**src/design/dvm_pkg.sv**
```systemverilog
package dvm_pkg;
	// conversion timing, in conversion-clock periods
	localparam int unsigned DVM_INTEG_PERIODS = 2000;
	localparam int unsigned DVM_CYCLE_PERIODS = 8000;
	localparam logic [15:0] DVM_OVER_BCD = 16'h4000;
	localparam logic [15:0] DVM_MAX_BCD = 16'h3999;
	// display scan: each digit shown for this many conversion periods
	localparam int unsigned DVM_DIGIT_PERIODS = 10;
	localparam int unsigned DVM_NUM_DIGITS = 4;
	localparam logic [3:0] DVM_UNITS_IDX = 4'h3;
	// clocks
	localparam int unsigned DVM_SYS_CLK_HZ = 200000000;
	localparam int unsigned DVM_CONV_CLK_HZ = 20000;
	localparam int unsigned DVM_HALF_DIV = DVM_SYS_CLK_HZ / (2 * DVM_CONV_CLK_HZ);
	// register byte offsets
	localparam logic [7:0] DVM_CTRL_OFS = 8'h00;
	localparam logic [7:0] DVM_STATUS_OFS = 8'h04;
	// control fields and reset value
	localparam int unsigned DVM_CTRL_RUN_BIT = 0;
	localparam int unsigned DVM_CTRL_BLANK_BIT = 1;
	localparam logic [1:0] DVM_CTRL_RESET = 2'h1;
	// status fields, then display codes
	localparam int unsigned DVM_ST_NEG_BIT = 16;
	localparam int unsigned DVM_ST_OVR_BIT = 17;
	localparam int unsigned DVM_ST_PHASE_LSB = 18;
	localparam int unsigned DVM_ST_DONE_BIT = 20;
	localparam logic [3:0] DVM_BCD_BLANK = 4'hf;
	localparam logic [3:0] DVM_BCD_EIGHT = 4'h8;
	localparam logic [6:0] DVM_SEG_OFF = 7'h7f;

	typedef enum logic [1:0] {
		DVM_INTEG,
		DVM_DEINT,
		DVM_AZERO
	} dvm_phase_t;

	// active-high segment pattern, bit order g f e d c b a
	function automatic logic [6:0] dvm_seg7(input logic [3:0] d);
		logic [6:0] p;
		p = 7'h00;
		unique case (d)
			4'h0: p = 7'h3f;
			4'h1: p = 7'h06;
			4'h2: p = 7'h5b;
			4'h3: p = 7'h4f;
			4'h4: p = 7'h66;
			4'h5: p = 7'h6d;
			4'h6: p = 7'h7d;
			4'h7: p = 7'h07;
			4'h8: p = 7'h7f;
			4'h9: p = 7'h6f;
			default: p = 7'h00;
		endcase
		return p;
	endfunction : dvm_seg7
endpackage : dvm_pkg

```
**src/design/dvm_ctrl.sv**
```systemverilog
// Register access over APB and the address map were decided locally.
`timescale 1ns/10ps
// Behaviour
// RQ1: sign low while input is negative
// RQ2: segment outputs active low when lit
// RQ3: digit selects low in turn, top first
// RQ4: bcd and segments show same digit together
// RQ5: select asserted with its own digit data
// RQ6: suppress leading zeros while suppress input high
// RQ7: blank input: segments off, bcd all ones
// RQ8: overload high when count hits 4000
// RQ9: external comparator feeds comparator input
// RQ10: auto-zero high during offset correction phase
// RQ11: input switch high only during integration
// RQ12: integration lasts exactly 2000 periods
// RQ13: one reference, opposite to input polarity
// RQ14: count until comparator flips, then stop
// RQ15: 3999 max; at 4000 stop, overrange
// RQ16: auto-zero phase: only null switch on
// RQ17: measurement cycle repeats every 8000 periods
// RQ18: counter advances on conversion clock fall
// RQ19: latch result on next rising edge
// RQ20: blanking latch set each scan, cleared nonzero
// RQ21: units digit always displayed
// RQ22: suppress input low overrides zero blanking
// RQ23: auto-zero goes high when measurement completes
// RQ24: each select repeats at clock over forty
// RQ25: decoded digits; flashing eights on overrange
module dvm_ctrl
	import dvm_pkg::*;
#(
	parameter int unsigned HALF_DIV = DVM_HALF_DIV
) (
	// clock and reset
	input wire logic sys_clk,
	input wire logic nrst,
	// apb slave
	input wire logic psel,
	input wire logic penable,
	input wire logic pwrite,
	input wire logic [7:0] paddr,
	input wire logic [31:0] pwdata,
	output logic [31:0] prdata,
	output logic pready,
	output logic pslverr,
	// analogue side
	input wire logic comp_in,
	output logic input_switch,
	output logic ref_pos,
	output logic ref_neg,
	output logic null_switch,
	output logic overload,
	// display side
	input wire logic lead_suppress_in,
	input wire logic blank_in,
	output logic sign_n,
	output logic [6:0] seg_n,
	output logic [3:0] bcd,
	output logic digit_sel_first_n,
	output logic digit_sel_second_n,
	output logic digit_sel_third_n,
	output logic digit_sel_fourth_n
);
	localparam logic [12:0] CYC_LAST = 13'(DVM_CYCLE_PERIODS - 1);
	localparam logic [12:0] INTEG_LAST = 13'(DVM_INTEG_PERIODS - 1);
	localparam logic [3:0] SUB_LAST = 4'(DVM_DIGIT_PERIODS - 1);
	localparam logic [12:0] FLASH_HALF = 13'(DVM_CYCLE_PERIODS / 2);

	logic [1:0] ctrl;
	logic [31:0] div_cnt;
	logic conv_lvl;
	logic fall_tick;
	logic rise_tick;
	logic [1:0] comp_sync;
	logic [1:0] lead_sync;
	logic [1:0] blank_sync;
	logic comp_s;
	logic lead_s;
	logic blank_s;
	dvm_phase_t phase;
	logic [12:0] cyc;
	logic [15:0] count;
	logic neg_in;
	logic pend;
	logic pend_ovr;
	logic [15:0] reading;
	logic rd_neg;
	logic rd_ovr;
	logic done;
	logic [3:0] sub;
	logic [1:0] idx;
	logic blank_latch;
	logic [3:0] cur;
	logic suppress;
	logic dark;
	logic [3:0] shown;
	logic [31:0] rd_val;
	logic mapped;
	logic ctrl_wr;
	logic status_rd;

	// bcd increment with decimal carry
	function automatic logic [15:0] bcd_inc(input logic [15:0] v);
		logic [15:0] r;
		logic c;
		r = v;
		c = 1'b1;
		for (int i = 0; i < 4; i++) begin
			if (c) begin
				if (r[i*4 +: 4] == 4'h9) begin
					r[i*4 +: 4] = 4'h0;
				end else begin
					r[i*4 +: 4] = r[i*4 +: 4] + 4'h1;
					c = 1'b0;
				end
			end
		end
		return r;
	endfunction : bcd_inc

	// pins cross into sys_clk through two flops
	always_ff @(posedge sys_clk) begin
		if (!nrst) begin
			comp_sync <= 2'h0;
			lead_sync <= 2'h0;
			blank_sync <= 2'h0;
		end else begin
			comp_sync <= {comp_sync[0], comp_in}; // RQ9
			lead_sync <= {lead_sync[0], lead_suppress_in};
			blank_sync <= {blank_sync[0], blank_in};
		end
	end
	assign comp_s = comp_sync[1];
	assign lead_s = lead_sync[1];
	assign blank_s = blank_sync[1];

	// conversion clock as enables; fall and rise half a period apart
	always_ff @(posedge sys_clk) begin
		if (!nrst) begin
			div_cnt <= 32'h0;
			conv_lvl <= 1'b0;
		end else if (div_cnt == HALF_DIV - 1) begin
			div_cnt <= 32'h0;
			conv_lvl <= ~conv_lvl;
		end else begin
			div_cnt <= div_cnt + 32'h1;
		end
	end
	assign fall_tick = (div_cnt == HALF_DIV - 1) && conv_lvl; // RQ18
	assign rise_tick = (div_cnt == HALF_DIV - 1) && !conv_lvl;

	// measurement sequencer, steps on falling ticks; a stop parks it at once
	always_ff @(posedge sys_clk) begin
		if (!nrst) begin
			phase <= DVM_INTEG;
			cyc <= 13'h0;
			count <= 16'h0;
			neg_in <= 1'b0;
		end else if (!ctrl[DVM_CTRL_RUN_BIT]) begin
			// stopped: park in auto-zero, restart cleanly when run returns
			phase <= DVM_AZERO;
			cyc <= CYC_LAST;
		end else if (fall_tick) begin
			cyc <= (cyc == CYC_LAST) ? 13'h0 : cyc + 13'h1; // RQ17
			unique case (phase)
				DVM_INTEG: begin
					if (cyc == INTEG_LAST) begin // RQ12
						neg_in <= comp_s; // RQ13
						count <= 16'h0;
						phase <= DVM_DEINT;
					end
				end
				DVM_DEINT: begin
					if (comp_s != neg_in) begin
						phase <= DVM_AZERO; // RQ14
					end else if (count == DVM_MAX_BCD) begin
						count <= DVM_OVER_BCD; // RQ15
						phase <= DVM_AZERO;
					end else begin
						count <= bcd_inc(count); // RQ18
					end
				end
				DVM_AZERO: begin
					if (cyc == CYC_LAST) begin
						phase <= DVM_INTEG;
					end
				end
			endcase
		end
	end

	// end of de-integration waits for the next rising tick to latch
	always_ff @(posedge sys_clk) begin
		if (!nrst) begin
			pend <= 1'b0;
			pend_ovr <= 1'b0;
		end else if (fall_tick && phase == DVM_DEINT && ctrl[DVM_CTRL_RUN_BIT]) begin
			if (comp_s != neg_in) begin
				pend <= 1'b1;
				pend_ovr <= 1'b0;
			end else if (count == DVM_MAX_BCD) begin
				pend <= 1'b1;
				pend_ovr <= 1'b1; // RQ8
			end
		end else if (rise_tick) begin
			pend <= 1'b0;
		end
	end

	always_ff @(posedge sys_clk) begin
		if (!nrst) begin
			reading <= 16'h0;
			rd_neg <= 1'b0;
			rd_ovr <= 1'b0;
		end else if (rise_tick && pend) begin
			reading <= count; // RQ19
			rd_neg <= neg_in;
			rd_ovr <= pend_ovr; // RQ8
		end
	end

	// new-reading flag: a latch in the same cycle as a read keeps it set
	always_ff @(posedge sys_clk) begin
		if (!nrst) begin
			done <= 1'b0;
		end else if (rise_tick && pend) begin
			done <= 1'b1;
		end else if (status_rd) begin
			done <= 1'b0;
		end
	end

	// switch drive, registered so no glitches reach the analogue switches
	always_ff @(posedge sys_clk) begin
		if (!nrst) begin
			input_switch <= 1'b0;
			ref_pos <= 1'b0;
			ref_neg <= 1'b0;
			null_switch <= 1'b0;
			overload <= 1'b0;
			sign_n <= 1'b1;
		end else begin
			input_switch <= (phase == DVM_INTEG); // RQ11 RQ16
			ref_pos <= (phase == DVM_DEINT) && neg_in; // RQ13
			ref_neg <= (phase == DVM_DEINT) && !neg_in; // RQ13
			null_switch <= (phase == DVM_AZERO); // RQ10 RQ16 RQ23
			overload <= rd_ovr; // RQ8
			sign_n <= ~rd_neg; // RQ1
		end
	end

	// scan: ten periods per digit, forty per full scan
	always_ff @(posedge sys_clk) begin
		if (!nrst) begin
			sub <= 4'h0;
			idx <= 2'h0;
		end else if (fall_tick) begin
			if (sub == SUB_LAST) begin
				sub <= 4'h0;
				idx <= idx + 2'h1; // RQ3 RQ24
			end else begin
				sub <= sub + 4'h1;
			end
		end
	end

	assign cur = reading[(3 - idx) * 4 +: 4];

	always_ff @(posedge sys_clk) begin
		if (!nrst) begin
			blank_latch <= 1'b1;
		end else if (fall_tick && sub == SUB_LAST && idx == 2'h3) begin
			blank_latch <= 1'b1; // RQ20
		end else if (cur != 4'h0 || !lead_s) begin
			blank_latch <= 1'b0; // RQ20 RQ22
		end
	end

	// RQ6 RQ21
	assign suppress = lead_s && blank_latch && cur == 4'h0 &&
		{2'h0, idx} != DVM_UNITS_IDX && !rd_ovr;
	// overrange flashes once per measurement cycle, dark for its second half
	assign dark = blank_s || ctrl[DVM_CTRL_BLANK_BIT] || suppress ||
		(rd_ovr && cyc >= FLASH_HALF); // RQ25
	assign shown = rd_ovr ? DVM_BCD_EIGHT : cur; // RQ25

	always_ff @(posedge sys_clk) begin
		if (!nrst) begin
			bcd <= DVM_BCD_BLANK;
			seg_n <= DVM_SEG_OFF;
			digit_sel_first_n <= 1'b1;
			digit_sel_second_n <= 1'b1;
			digit_sel_third_n <= 1'b1;
			digit_sel_fourth_n <= 1'b1;
		end else begin
			// RQ4 RQ5 RQ7
			bcd <= (blank_s || ctrl[DVM_CTRL_BLANK_BIT]) ? DVM_BCD_BLANK : shown;
			seg_n <= dark ? DVM_SEG_OFF : ~dvm_seg7(shown); // RQ2 RQ7
			digit_sel_first_n <= (idx != 2'h0); // RQ3 RQ5
			digit_sel_second_n <= (idx != 2'h1);
			digit_sel_third_n <= (idx != 2'h2);
			digit_sel_fourth_n <= (idx != 2'h3);
		end
	end

	// apb: zero wait states, read data captured in setup phase
	assign pready = 1'b1;
	assign mapped = (paddr == DVM_CTRL_OFS) || (paddr == DVM_STATUS_OFS);
	assign pslverr = psel && penable && !mapped;
	assign ctrl_wr = psel && penable && pwrite && paddr == DVM_CTRL_OFS;
	assign status_rd = psel && penable && !pwrite && paddr == DVM_STATUS_OFS;

	always_comb begin
		rd_val = 32'h0;
		if (paddr == DVM_CTRL_OFS) begin
			rd_val[1:0] = ctrl;
		end else if (paddr == DVM_STATUS_OFS) begin
			rd_val[15:0] = reading;
			rd_val[DVM_ST_NEG_BIT] = rd_neg;
			rd_val[DVM_ST_OVR_BIT] = rd_ovr;
			rd_val[DVM_ST_PHASE_LSB +: 2] = phase;
			rd_val[DVM_ST_DONE_BIT] = done;
		end
	end

	always_ff @(posedge sys_clk) begin
		if (!nrst) begin
			prdata <= 32'h0;
		end else if (psel && !penable && !pwrite) begin
			prdata <= rd_val;
		end
	end

	always_ff @(posedge sys_clk) begin
		if (!nrst) begin
			ctrl <= DVM_CTRL_RESET;
		end else if (ctrl_wr) begin
			ctrl <= pwdata[1:0];
		end
	end
endmodule : dvm_ctrl

```
**config.mk**
```make
export PLATFORM = sky130hd
export DESIGN_NAME = dvm_ctrl
export DESIGN_NICKNAME = d
export VERILOG_FILES = /design/src/design/dvm_pkg.sv /design/src/design/dvm_ctrl.sv
export SDC_FILE = /design/constraint.sdc
export NUM_CORES = 1
export LEC_CHECK = 0
export ABC_CLOCK_PERIOD_IN_PS = 4500
export BUFFER_PORTS_ARGS = -buffer_cell sky130_fd_sc_hd__buf_2
export CAP_MARGIN = 25
export CELL_PAD_IN_SITES_DETAIL_PLACEMENT = 0
export CELL_PAD_IN_SITES_GLOBAL_PLACEMENT = 1
export CORE_ASPECT_RATIO = 1.5
export CORE_UTILIZATION = 46
export DETAILED_ROUTE_END_ITERATION = 7
export PLACE_DENSITY = 0.87
export SETUP_SLACK_MARGIN = 0.2
export SYNTH_ARGS = -nofsm -noshare
export SYNTH_HDL_FRONTEND = slang
export SYNTH_SLANG_ARGS = --single-unit
```
**constraint.sdc**
```tcl
create_clock -name sys_clk -period 4.5 [get_ports sys_clk]
set_clock_uncertainty 0.15 [all_clocks]
set_input_delay 0 -clock sys_clk [delete_from_list [all_inputs] [get_ports sys_clk]]
set_output_delay 0 -clock sys_clk [all_outputs]
set_load 0.02 [all_outputs]
```
==> results of run 1 <==
[registers in the layout (all words and copies together) (netlist names), 2 cells and up]
register and count:
blank_sync 2, prdata 21, lead_sync 2, cyc 13
count 16, sub 4, reading 16, bcd 4
seg_n 7, phase 2, ctrl 2, div_cnt 32
idx 2, comp_sync 2
[repair_timing]
item,CTS,global route
endpoints found under the hold margin,14,0
buffers inserted,0,0
hold buffers,13,0
setup endpoints to repair,0,0
[per-layer routing]
metal  vias to the layer above  track usage  routed length (um)
li1                       2767            -                   -
met1                      2712        0.233                6380
met2                       144        0.404                8200
met3                        27       0.0397                 537
met4                         0       0.0964                 391
met5                         -            0                   0
[power by group through the flow]
stage	clock network, mW	registers [mW]	logic [mW]
2_1_floorplan	0	1.32	0.0503
3_3_place_gp	0	1.31	0.0754
3_5_place_dp	0	1.31	0.0775
4_1_cts	1.54	1.28	0.0832
5_1_grt	1.60	1.28	0.0923
6_report	1.52	1.28	0.0832
[layout by cell type (no fill, tap or decap), types with 9 or more instances in the layout]
master         count
dfxtp_1          143
nor2_1           106
buf_2             60
nand2_1           44
nand3_1           31
inv_1             29
mux2i_1           28
xnor2_1           28
ha_1              24
a22oi_1           21
nor3_1            20
a21oi_1           19
o21ai_0           19
nand4_1           17
clkbuf_16         17
nor4_1            14
dlygate4sd3_1     13
conb_1            12
a31oi_1           11
and3_1            10
or4_1              9
o31ai_1            9
and2_1             9
buf_4              9
[critical path: stages (launching register included)]
cell     delay, ps
dfxtp_1        410
ha_1           250
or3b_2         470
o41ai_1        770
nand2_1        340
or4_1          550
a21oi_1        150
[final timing paths]
check	cells past startpoint	from	slack, ps	endpoint
worst max register to register	6	cyc[0]	1320	count[1]
worst min-delay path	3	blank_in	190	blank_sync[0]
worst min register to register	1	rd_neg	260	sign_n
worst max-delay path	6	cyc[0]	1320	count[1]
[logic make-up after synthesis]
group | Yosys count | share of synthesized area
compound gates | 113 | 0.116
buf+inv | 85 | 0.0564
flops | 143 | 0.427
fa+ha+maj | 24 | 0.0448
other cells | 2 | 0.00112
simple gates | 316 | 0.251
mux | 34 | 0.0586
xor+xnor | 35 | 0.0457
[area by class of cell]
cell class	count	area, um^2	area share
tap	192	240	0.0305
timing repair buffer	83	513	0.0652
multi-input combinational	534	3500	0.445
sequential	143	2860	0.364
clock inverter	13	198	0.0251
clock buffer	18	439	0.0558
inverter	30	113	0.0143
==> results.ini, run 1 <==
[global_route]
grt_start_max_net_pins=69
grt_pass1_vias=5497
track_usage=0.216
grt_overflow_total=0
antenna_found_initial=0
grt_pass1_wl_um=25800

[logic_synthesis]
synth.avg_cell_area_um2=8.91
yosys.area.top_type=dfxtp_1
yosys_most_used_dff=dfxtp_1
ys_warn_count=0
yosysMostFrequentCell=dfxtp_1
synth_commonest_cells=dfxtp_1, nor2_1, nand2_1
synth_top_area_share=0.427
synth-seq-area-share=0.427
syn-cell-area_mm2=0.00670
synth_edf_count=0
synth_cells=752
synthArstFlopShare=0
synth-seq-cells=143
synth_cell_types=62
synth.area.top_cells=dfxtp_1, nor2_1, ha_1, mux2i_1, xnor2_1

[layout]
nets=881
design_area_mm2=0.00787
stdcell_count=1013
syn_to_final_growth_pct=17.4
final_layout_size_suffix_gt1_frac=0.149
utilization=0.557
diodes=0
n_fill_cell=1248

[place]
dpl_cell_area_mm2=0.00710
place_ws_ps=1370
dp_cells=969
place.gp.congestion=0.812
hpwl_um=10600
io_buffer_count=60

[power_and_ir_drop]
comb_power_share=0.029
p_seq_frac=0.444
vdd_ir_drop_max_uv=205
switchingPower_mw=0.629
power_density_mw_per_mm2=367
switching_share=0.218
cellLeakagePower_nw=2.93
clkPwrFrac=0.527
p_int_mw=2.26
p_total_mw=2.89

[detailed_routing]
postRouteAntennaNets=0
routedWlPerCell_um=15.3
dr_total_vias=5650
avgViaCountPerCell=5.58
drt_iter0_drc=278
wl_um=15500
drc=0
dr.pass1.iters=5

[timing]
fin_tns_setup_ps=0
max_slew_margin=0.334
setup_ws_ps=1320
worst_pin_slew_ps=990
rsz0062_at_grt=no
fin_crit_sh=0.706
setup_viol=0
hold_viol_final=0
drv_slew=0
max_freq_ghz=0.315
finalHoldWorstSlack_ps=194
period_minus_slack_ps=3180

[die]
ioPinCount=103
die_x_um=101
start_util=0.474
die_area_mm2=0.0151
coreArea_mm2=0.0141
dieHeight_um=150
placementRows=53

[setup_path]
cp-end-kind=register
required_ps=4690
setup.worst_path.start_class=register
crit_fanout=8
worstPathArrival_ps=3360
worstSetupPathType=register to register

[cts]
cts_resized=0
cts_tree=yes
cts-root-buf=clkbuf_16
cts_htree_levels=4
cts_sinks=143
clk_latency_ps=420
path_clk_slew_ps=60
cts.path.max_buffers=2
cts_made_buffers=17

[flow_run]
max_cap_viol_count=0

[status]
status=completed

[min_path]
worstHoldPathType=primary input to register

Power figures use the tool's default switching activity.
==> run 2: changes to the inputs <==
--- a/config.mk
+++ b/config.mk
@@ -5,15 +5,15 @@
 export SDC_FILE = /design/constraint.sdc
 export NUM_CORES = 1
 export LEC_CHECK = 0
-export ABC_CLOCK_PERIOD_IN_PS = 4500
+export ABC_CLOCK_PERIOD_IN_PS = 3000
 export BUFFER_PORTS_ARGS = -buffer_cell sky130_fd_sc_hd__buf_2
 export CAP_MARGIN = 25
 export CELL_PAD_IN_SITES_DETAIL_PLACEMENT = 0
 export CELL_PAD_IN_SITES_GLOBAL_PLACEMENT = 1
 export CORE_ASPECT_RATIO = 1.5
-export CORE_UTILIZATION = 46
+export CORE_UTILIZATION = 43
 export DETAILED_ROUTE_END_ITERATION = 7
-export PLACE_DENSITY = 0.87
+export PLACE_DENSITY = 0.83
 export SETUP_SLACK_MARGIN = 0.2
 export SYNTH_ARGS = -nofsm -noshare
 export SYNTH_HDL_FRONTEND = slang
==> constraint.sdc (replaced) <==
create_clock -name sys_clk -period 3 [get_ports sys_clk]
set_clock_uncertainty 0.15 [all_clocks]
set_input_delay 0 -clock sys_clk [delete_from_list [all_inputs] [get_ports sys_clk]]
set_output_delay 0 -clock sys_clk [all_outputs]
set_load 0.02 [all_outputs]
==> results.ini, run 2 (same netlist as run 1, synthesis figures left out) <==
[status]
status=completed

[setup_path]
worstReg2RegEnd=count[4]
worstPathArrival_ps=2830  ; -530 ps
reg2reg_from=div_cnt[0]
worstSetupPathType=register to register
cp-end-kind=register
required_ps=3190  ; -1500 ps
regToRegSetupSlack_ps=360  ; -960 ps
setup.worst_path.start_class=register
r2r_cells=7  ; +1
crit_fanout=22  ; +14
cp-startpoint=div_cnt[0]
crit_path_end=count[4]

[power_and_ir_drop]
cellLeakagePower_nw=2.96  ; +0.82%
vdd_ir_drop_max_uv=449  ; +120%
power_density_mw_per_mm2=508  ; +38%

[global_route]
grt_overflow_total=0  ; unchanged
track_usage=0.198  ; -0.0183
antenna_found_initial=0  ; unchanged
grt_pass1_vias=5455  ; -0.76%
grt_pass1_wl_um=25800  ; unchanged
grt_start_max_net_pins=69  ; unchanged

[cts]
cts_htree_levels=4  ; unchanged
cts-root-buf=clkbuf_16
path_clk_slew_ps=70  ; about the same
cts_made_buffers=17  ; unchanged
cts.path.max_buffers=2  ; unchanged
clk_latency_ps=420  ; about the same
cts_sinks=143  ; unchanged
cts_tree=yes

[die]
die_x_um=104  ; +3.4%
die_area_mm2=0.0161  ; +6.9%
start_util=0.443  ; -0.0318
ioPinCount=103  ; unchanged
dieHeight_um=155  ; +3.4%
placementRows=55  ; +3.8%
coreArea_mm2=0.0151  ; +7.2%

[detailed_routing]
dr.pass1.iters=5  ; unchanged
dr_total_vias=5648  ; -0.035%
postRouteAntennaNets=0  ; unchanged
drc=0  ; unchanged
routedWlPerCell_um=15.0  ; -1.7%
wl_um=15500  ; about the same
drt_iter0_drc=244  ; -12%
avgViaCountPerCell=5.47  ; -1.9%

[layout]
syn_to_final_growth_pct=18.2
largest_register_ffs=32  ; unchanged
diodes=0  ; unchanged
regMostFlops=div_cnt
nets=893  ; +1.4%
final_common_cell=dfxtp_1
stdcell_count=1032  ; +1.9%
final_layout_size_suffix_gt1_frac=0.170  ; +0.0219
n_fill_cell=1402  ; +12%
top_regs=div_cnt (32), prdata (21)
final_cell_mix=dfxtp_1, nor2_1, buf_2, nand2_1, nand3_1

[timing]
fin_crit_sh=0.879  ; +0.174
drv_slew=0  ; unchanged
fin_tns_setup_ps=0  ; unchanged
setup_viol=0  ; unchanged
max_slew_margin=0.333  ; -0.000652
max_freq_ghz=0.379  ; +20%
rsz0062_at_grt=no
hold_viol_final=0  ; unchanged
period_minus_slack_ps=2640  ; -537 ps
worst_pin_slew_ps=992  ; +2.47 ps

[place]
place.gp.congestion=0.833  ; +2.6%
io_buffer_count=60  ; unchanged
dp_cells=988  ; +2.0%
hpwl_um=10800  ; +1.7%

[min_path]
worstHoldPathType=primary input to register

[flow_run]
max_cap_viol_count=0  ; unchanged

## run 2: cell count changes in the layout (fill, tap and decap cells not counted), moves of 3 or more
| cell | previous run | this run |
|---|---|---|
| bufinv_16 | 4 | 0 |
| inv_8 | 0 | 3 |
| buf_4 | 9 | 22 |
| clkinvlp_4 | 1 | 6 |
## run 2: final cells by class
type,instances,area (um^2),share of cell area
Clock inverter,14,123,0.0155
Clock buffer,17,425,0.0537
Multi-Input combinational cell,534,3550,0.448
Sequential cell,143,2870,0.362
Timing Repair Buffer,95,596,0.0752
Tap cell,199,249,0.0314
Inverter,30,113,0.0142
## run 2: routing by layer
layer / wire, um / vias to the layer above / GRT usage / part of all wire
met3: 553 / 21 / 0.0289 / 0.036
met4: 348 / 0 / 0.0925 / 0.022
met2: 8190 / 140 / 0.370 / 0.53
li1: - / 2797 / - / -
met1: 6430 / 2690 / 0.219 / 0.41
met5: 0 / - / 0 / 0
## run 2: worst min path at each step
| stage | from | endpoint | slack, ps | cells after the start |
|---|---|---|---|---|
| floorplan | pwdata[0] | ctrl[0] | -20 | 2 |
| CTS | blank_in | blank_sync[0] | 160 | 3 |
| global route | blank_in | blank_sync[0] | 180 | 3 |
| detailed placement | lead_suppress_in | lead_sync[0] | 60 | 2 |
| finish | blank_in | blank_sync[0] | 170 | 3 |
| global placement | lead_suppress_in | lead_sync[0] | 60 | 2 |
## run 2: worst max-delay path: stages, from the launching register on
cell and delay, ps:
dfxtp_1 340, ha_1 170, and3_1 220, nand4_2 120
buf_4 180, or4_4 670, or4_1 550, a21oi_1 150
## run 2: per-stage QoR
step                      total power [mW]   util  setup slack, ps  hold WS, ps  instance area [um^2]
after detailed placement              2.08  0.475              111         62.4                  7190
after CTS                             4.06  0.521              224          156                  7890
after global routing                  4.16  0.523              232          183                  7920
after floorplan                       2.06      -              434        -24.9                  6740
final                                 4.02  0.523              362          173                  7920
after global placement                2.08  0.475              204         55.1                  7190
## run 2: timing repair
item                                    4_1_cts  5_1_grt
buffers inserted                              0        0
hold buffers                                 13        0
hold endpoints to repair                     29        0
pin swaps                                     0        0
gates resized for setup                       2        7
endpoints found under the setup margin        7       13
## run 2: where the power goes
group | switching [mW] | internal (mW)
combinational | 0.0849 | 0.0394
sequential | 0.00739 | 1.92
clock | 0.894 | 1.08
